<file path="config.mk">
export PLATFORM = sky130hd
export DESIGN_NAME = csfr_regs
export DESIGN_NICKNAME = d
export VERILOG_FILES = /design/src/rtl/csfr_pkg.sv /design/src/rtl/csfr_regs.sv /design/src/rtl/csfr_fault_latch.sv
export SDC_FILE = /design/constraint.sdc
export NUM_CORES = 1
export LEC_CHECK = 0
export BUFFER_PORTS_ARGS = -buffer_cell sky130_fd_sc_hd__buf_2
export CORE_ASPECT_RATIO = 0.8
export CORE_MARGIN = 3
export CORE_UTILIZATION = 37
export CTS_CLUSTER_SIZE = 28
export DETAILED_ROUTE_END_ITERATION = 7
export PLACE_DENSITY = 0.79
export SLEW_MARGIN = 10
export SYNTH_ARGS = -nofsm -noshare
export SYNTH_HDL_FRONTEND = slang
export SYNTH_SLANG_ARGS = --single-unit
</file>
<file path="constraint.sdc">
create_clock -name clk -period 1.66 [get_ports clk]
set_clock_uncertainty 0.05 [all_clocks]
set_input_delay 0.166 -clock clk [delete_from_list [all_inputs] [get_ports clk]]
set_output_delay 0.166 -clock clk [all_outputs]
set_load 0.02 [all_outputs]
</file>
<file path="src/rtl/csfr_pkg.sv">
package csfr_pkg;

  localparam logic [7:0] CSFR_ADDR_STATUS_ONE = 8'h0b;
  localparam logic [7:0] CSFR_ADDR_STATUS_TWO = 8'h0c;
  localparam logic [7:0] CSFR_ADDR_FAULT = 8'h0d;

  // status one fields
  localparam int CSFR_S1_OV_BIT = 7;
  localparam int CSFR_S1_VALID_BIT = 6;
  localparam int CSFR_S1_ILIM_BIT = 5;
  localparam int CSFR_S1_THERM_BIT = 4;
  localparam int CSFR_S1_DONE_BIT = 3;
  // status two fields
  localparam int CSFR_S2_RCH_BIT = 3;
  // fault fields
  localparam int CSFR_F_SHORT_BIT = 3;
  localparam int CSFR_F_LOWER_BIT = 1;
  localparam int CSFR_F_UPPER_BIT = 0;
  localparam logic [7:0] CSFR_FAULT_MASK = 8'h0b;
  localparam logic [7:0] CSFR_FAULT_RESET = 8'h00;
  localparam logic CSFR_DONE_RESET = 1'b0;
  localparam logic [7:0] CSFR_RDATA_RESET = 8'h00;

  typedef enum logic [2:0] {
    CSFR_CHG_OFF = 3'h0,
    CSFR_CHG_TRICKLE = 3'h1,
    CSFR_CHG_FAST_CC = 3'h2,
    CSFR_CHG_FAST_CV = 3'h3,
    CSFR_CHG_COMPLETE = 3'h4,
    CSFR_CHG_LDO = 3'h5,
    CSFR_CHG_TIMEOUT = 3'h6,
    CSFR_CHG_DETECT = 3'h7
  } csfr_chg_t;

  typedef enum logic [2:0] {
    CSFR_THR_OFF = 3'h0,
    CSFR_THR_COLD = 3'h1,
    CSFR_THR_COOL = 3'h2,
    CSFR_THR_WARM = 3'h3,
    CSFR_THR_HOT = 3'h4,
    CSFR_THR_OK = 3'h7
  } csfr_thr_t;

  typedef enum logic [2:0] {
    CSFR_BAT_MON_OFF = 3'h0,
    CSFR_BAT_NONE = 3'h1,
    CSFR_BAT_DEAD = 3'h2,
    CSFR_BAT_WEAK = 3'h3,
    CSFR_BAT_GOOD = 3'h4
  } csfr_bat_t;

  typedef struct packed {
    logic input_overvoltage_flag;
    logic input_valid_flag;
    logic input_current_limited_flag;
    logic die_thermal_limit_flag;
    logic charge_cycle_end;
    csfr_chg_t charger_state;
    csfr_thr_t thermistor_zone_code;
    logic below_recharge_threshold;
    csfr_bat_t battery_band;
  } csfr_analog_t;

  typedef struct packed {
    logic battery_short_fault;
    logic lower_overtemp_fault;
    logic upper_overtemp_fault;
  } csfr_fault_ev_t;

  typedef struct packed {
    logic rd;
    logic wr;
    logic [7:0] addr;
    logic [7:0] wdata;
  } csfr_req_t;

endpackage : csfr_pkg

</file>
<file path="src/rtl/csfr_regs.sv">
// Operation
// RL1: bit7 status one shows input overvoltage, bit6 shows input valid.
// RL2: bit5 status one shows input current limited by blocking transistor.
// RL3: bit4 status one shows die thermal regulation limiting charge current.
// RL4: bit3 charge done latches at cycle end, stays set past recharge.
// RL5: status one bits 2:0 carry the charger state code.
// RL6: status two bits 7:5 carry the thermistor zone code.
// RL7: recharge info bit driven only when recharge disabled and state complete.
// RL8: active recharge info reads one when battery below recharge threshold.
// RL9: status two bits 2:0 carry the battery voltage band.
// RL10: fault bit3 set when a shorted battery is detected.
// RL11: fault bit1 lower overtemperature, fault bit0 upper overtemperature.
// RL12: fault bits hold until host writes one or supply cycles.
// RL13: status one register sits at address 0x0b.
// RL14: unused bits read zero and ignore writes.
`timescale 1ns/10ps
module csfr_regs
  import csfr_pkg::*;
(
  input wire logic clk,
  input wire logic reset,
  input csfr_analog_t analog,
  input csfr_fault_ev_t fault_events,
  input wire logic supply_lost,
  input wire logic auto_recharge_disable,
  input wire logic charge_done_clear,
  input csfr_req_t req,
  output logic [7:0] rdata,
  output logic rvalid,
  output logic [7:0] fault_flags
);

  ////////////////////////////////////////////////////////////////////////
  // charge done latch and fault register

  logic done_r;
  logic done_nxt;
  logic fault_wr;

  // done only falls on charge_done_clear or supply_lost, not on a recharge crossing
  always_comb begin
    done_nxt = done_r;
    if (charge_done_clear || supply_lost) begin
      done_nxt = 1'b0;
    end
    if (analog.charge_cycle_end) begin
      done_nxt = 1'b1; // RL4
    end
  end

  always_ff @(posedge clk) begin
    if (reset) begin
      done_r <= CSFR_DONE_RESET;
    end else begin
      done_r <= done_nxt;
    end
  end

  assign fault_wr = req.wr && (req.addr == CSFR_ADDR_FAULT);

  csfr_fault_latch u_fault (
    .clk(clk),
    .reset(reset),
    .supply_lost(supply_lost),
    .events(fault_events),
    .clear_strobe(fault_wr),
    .clear_bits(req.wdata),
    .fault_flags(fault_flags)
  );

  ////////////////////////////////////////////////////////////////////////
  // status images

  logic [7:0] status_one;
  logic [7:0] status_two;

  always_comb begin
    status_one = 8'h00;
    status_one[CSFR_S1_OV_BIT] = analog.input_overvoltage_flag; // RL1
    status_one[CSFR_S1_VALID_BIT] = analog.input_valid_flag; // RL1
    status_one[CSFR_S1_ILIM_BIT] = analog.input_current_limited_flag; // RL2
    status_one[CSFR_S1_THERM_BIT] = analog.die_thermal_limit_flag; // RL3
    status_one[CSFR_S1_DONE_BIT] = done_r; // RL4
    status_one[2:0] = analog.charger_state; // RL5
    status_two = 8'h00; // RL14
    status_two[7:5] = analog.thermistor_zone_code; // RL6
    if (auto_recharge_disable
        && analog.charger_state == CSFR_CHG_COMPLETE) begin // RL7
      status_two[CSFR_S2_RCH_BIT] = analog.below_recharge_threshold; // RL8
    end
    status_two[2:0] = analog.battery_band; // RL9
  end

  ////////////////////////////////////////////////////////////////////////
  // read port: data registered one cycle after the read request

  logic [7:0] rdata_r;
  logic [7:0] rdata_nxt;
  logic rvalid_r;
  logic rvalid_nxt;

  always_comb begin
    rvalid_nxt = req.rd;
    rdata_nxt = rdata_r;
    if (req.rd) begin
      if (req.addr == CSFR_ADDR_STATUS_ONE) begin // RL13
        rdata_nxt = status_one;
      end else if (req.addr == CSFR_ADDR_STATUS_TWO) begin
        rdata_nxt = status_two;
      end else if (req.addr == CSFR_ADDR_FAULT) begin
        rdata_nxt = fault_flags; // RL14
      end else begin
        rdata_nxt = 8'h00;
      end
    end
  end

  always_ff @(posedge clk) begin
    if (reset) begin
      rdata_r <= CSFR_RDATA_RESET;
      rvalid_r <= 1'b0;
    end else begin
      rdata_r <= rdata_nxt;
      rvalid_r <= rvalid_nxt;
    end
  end

  assign rdata = rdata_r;
  assign rvalid = rvalid_r;

endmodule : csfr_regs

</file>
<file path="src/rtl/csfr_fault_latch.sv">
`timescale 1ns/10ps
module csfr_fault_latch
  import csfr_pkg::*;
(
  input wire logic clk,
  input wire logic reset,
  input wire logic supply_lost,
  input csfr_fault_ev_t events,
  input wire logic clear_strobe,
  input wire logic [7:0] clear_bits,
  output logic [7:0] fault_flags
);

  logic [7:0] fault_r;
  logic [7:0] fault_nxt;
  logic [7:0] set_bits;

  always_comb begin
    set_bits = 8'h00;
    set_bits[CSFR_F_SHORT_BIT] = events.battery_short_fault; // RL10
    set_bits[CSFR_F_LOWER_BIT] = events.lower_overtemp_fault; // RL11
    set_bits[CSFR_F_UPPER_BIT] = events.upper_overtemp_fault; // RL11
    fault_nxt = fault_r;
    if (clear_strobe) begin
      fault_nxt = fault_nxt & ~clear_bits; // RL12
    end
    // a new event in the clear cycle wins over the clear; only supply_lost in that cycle drops it
    fault_nxt = (fault_nxt | set_bits) & CSFR_FAULT_MASK; // RL14
    if (supply_lost) begin
      fault_nxt = CSFR_FAULT_RESET; // RL12
    end
  end

  always_ff @(posedge clk) begin
    if (reset) begin
      fault_r <= CSFR_FAULT_RESET;
    end else begin
      fault_r <= fault_nxt;
    end
  end

  assign fault_flags = fault_r;

endmodule : csfr_fault_latch

</file>
==> flow_summary_export.csv <==
group,metric,value,unit
run_status,run_status,"complete, no violations",
die,width_of_the_chip,54.0,um
cts,cts_tree,"yes",
die,start_util,40.7,%
cts,h_tree_depth,1,
global_route,largest_net_degree_at_the_start_of_global_routing,15,
yosys,share_of_the_synthesized_netlist_area_taken_by_xor_and_xnor_gates,0,%
detailed_routing,via_count,768,
final_layout,finalNetCount,174,
global_route,antenna_found_initial,0,
detailed_routing,detail_route.vias_per_cell,4.99,
placement,gp_congestion,0.756,
yosys,yosys.cell_types.count,22,
cts,cts.reportedPaths.clkPinSlew,0.09,ns
final_layout,antenna_cells,0,
yosys,yosysWarningCount,0,
cts,clk_root_buffer_cell,"sky130_fd_sc_hd__clkbuf_4",
yosys,netlist_area,682,um^2
final_layout,finish.cell_count_without_fillers,154,
global_route,gr-total-overflow,0,
yosys,synth_enable_flop_cells,0,
power,irDropWorstVdd,0.449,mV
cts,tritoncts.num_buffers,3,
power,p_leak,0.000442,uW
placement,placement.cell_area,918,um^2
cts,cts_post_setup_buffers_inserted,0,
cts,worst_skew_pair.late_latency,0.28,ns
yosys,synth_largest_type_area_fraction,38.2,%
detailed_routing,post_drt_wl_per_cell,11.6,um
worst_setup_path,worst-endpoint-arrival,1.53,ns
sta,rsz0062_at_grt,"no",
sta,timing.setup.tns,0,ns
final_layout,drive_above_1_share,40.9,%
placement,detailedPlacementHpwl,1470,um
yosys,synth-main-ff-cell,"sky130_fd_sc_hd__dfxtp_1",
sta,max_clock_freq,716,MHz
yosys,post_synth_most_frequent_cells,"sky130_fd_sc_hd__dfxtp_1 (13), sky130_fd_sc_hd__nor2_1 (13), sky130_fd_sc_hd__nand2_1 (12), sky130_fd_sc_hd__inv_1 (7), sky130_fd_sc_hd__buf_4 (5)",
cts,cts_sinks,13,
yosys,dominant_combinational_cell_family_by_area_after_synthesis,"simple AND/OR/NAND/NOR gates",
worst_setup_path,critPathKind,"in2reg",
power,power_per_cell_area,697,mW/mm^2
yosys,yosysTopAreaCell,"sky130_fd_sc_hd__dfxtp_1",
yosys,number_of_standard_cells_after_synthesis,84,
detailed_routing,detailedRoute.firstPassIterationCount,4,
global_route,first_global_vias,658,
die,coreArea,0.00168,mm^2
final_layout,area_growth,38.5,%
global_route,wire_length_of_the_first_global_routing_pass,2660,um
detailed_routing,ant_nets_after_route,0,
sta,layout_worst_path_cycle_share,84.2,%
worst_setup_path,crit_fanout,5,
cts,cts_hold_buffers,0,
sta,timing.final.crit_period,1.40,ns
yosys,synth_compound_area_share,19.3,%
sta,hold_violations,0,
worst_setup_path,cp-end-kind,"flop",
worst_setup_path,r2r_setup_slack,0.75,ns
yosys,ys_seq_elements,13,
detailed_routing,drt_first_iter_violations,2,
yosys,async_reset_ff_share,0,%
die,top_level_ports,58,
global_route,grt.total_usage,15.7,%
detailed_routing,route.final.wire_length,1790,um
yosys,yosys-mux-area-fraction,2.94,%
worst_setup_path,sort_of_element_at_the_start_of_the_critical_path,"input pin",
sta,final-setup-viol-count,0,
worst_setup_path,required,1.80,ns
sta,number_of_max_slew_violations_in_the_final_report,0,
min_path,type_of_the_most_critical_hold_path,"in2reg",
die,die_area,0.00240,mm^2
sta,finalHoldWorstSlack,0.0269,ns
placement,portBuffers,47,
yosys,synth-adder-area-share,0,%
die,die_h,44.4,um
yosys,synth_sequential_area_ratio,38.2,%
detailed_routing,drt_drc_violations_left,0,
final_layout,layout.cell_area.non_filler,945,um^2
power,post-layout-total-power,659,uW
cts,cts_buffer_depth,2,
yosys,post_synth.cell_area_avg,8.12,um^2
cts,post_cts.resized_instances,0,
die,placement_row_count,13,
placement,dp_cells,150,
yosys,synthTopCellsByArea,"sky130_fd_sc_hd__dfxtp_1 (38%), sky130_fd_sc_hd__nor2_1 (7.2%), sky130_fd_sc_hd__nand2_1 (6.6%), sky130_fd_sc_hd__nor4_4 (6.2%), sky130_fd_sc_hd__buf_4 (5.5%)",
flow_run,maxCapViolCount,0,
yosys,synth-simple-area-share,28.1,%
-- worst paths after layout --
path | from | to | cells past startpoint
worst max register to register | u_fault.fault_flags[1] | rdata[1] | 4
worst max-delay path | req[15] | rdata[5] | 5
worst min-delay path | req[3] | u_fault.fault_flags[3] | 2
worst min register to register | rdata[4] | rdata[4] | 2
-- worst max-delay path, stage by stage --
cell	delay, ns
sky130_fd_sc_hd__buf_2	0.10
sky130_fd_sc_hd__or4_4	0.57
sky130_fd_sc_hd__nor4_4	0.34
sky130_fd_sc_hd__nand2_1	0.09
sky130_fd_sc_hd__a311oi_1	0.27
-- routing by layer --
metal  vias up  routed length (um)  GRT usage (%)
met5         -                   0              0
met4         0                  34           8.96
met3         4                 201           5.05
met2        41                 738           24.2
met1       340                 817           19.2
li1        383                   -              -
-- per-stage QoR --
stage / worst slack [ns] / utilization (%)
after floorplan: 0.193 / -
after global placement: 0.00489 / 54.8
after detailed placement: -0.0355 / 54.8
after CTS: 0.266 / 56.4
after global routing: 0.158 / 56.4
final: 0.262 / 56.4
-- placed cells by master (no fill, tap or decap) --
master	n
sky130_fd_sc_hd__buf_2	47
sky130_fd_sc_hd__nor2_1	13
sky130_fd_sc_hd__dfxtp_1	13
sky130_fd_sc_hd__nand2_1	12
sky130_fd_sc_hd__inv_1	7
sky130_fd_sc_hd__conb_1	5
sky130_fd_sc_hd__a311oi_1	4
sky130_fd_sc_hd__a21oi_1	4
sky130_fd_sc_hd__o21ai_0	3
sky130_fd_sc_hd__a41oi_1	3
sky130_fd_sc_hd__o32ai_1	3
sky130_fd_sc_hd__clkbuf_4	3
sky130_fd_sc_hd__nand2b_1	2
sky130_fd_sc_hd__nor4_4	2
sky130_fd_sc_hd__mux2i_1	2
sky130_fd_sc_hd__or4_4	1
sky130_fd_sc_hd__nand3_1	1
sky130_fd_sc_hd__nand4b_1	1
sky130_fd_sc_hd__nor4_1	1
sky130_fd_sc_hd__nor3_1	1
sky130_fd_sc_hd__nor2b_1	1
sky130_fd_sc_hd__o311ai_1	1
sky130_fd_sc_hd__clkbuf_1	1
sky130_fd_sc_hd__buf_4	1
-- registers in the layout, summed over array words and instances (netlist names) --
signal and cells:
done_r 1, rdata 8, u_fault.fault_flags 3, rvalid 1
-- report_power, final --
part           internal [uW]  switching [uW]  leakage [uW]
logic                   52.8            72.8      0.000321
clock network           93.4             111     0.0000150
registers                323            6.23      0.000107
-- logic make-up after synthesis --
logic type	Yosys count
AND/OR/NAND/NOR	35
AO/OA/AOI/OAI	18
buffers and inverters	15
flip-flops	13
multiplexers	2
other	1
-- final cells by class --
cell class / instances / area, um^2
clock buffer: 4 / 26.3
fill: 169 / 731
inverter: 7 / 26.3
multi-input combinational: 60 / 362
sequential: 13 / 260
tap: 22 / 27.5
timing repair buffer: 48 / 243
Note: power is estimated with default switching activity, not from simulation.
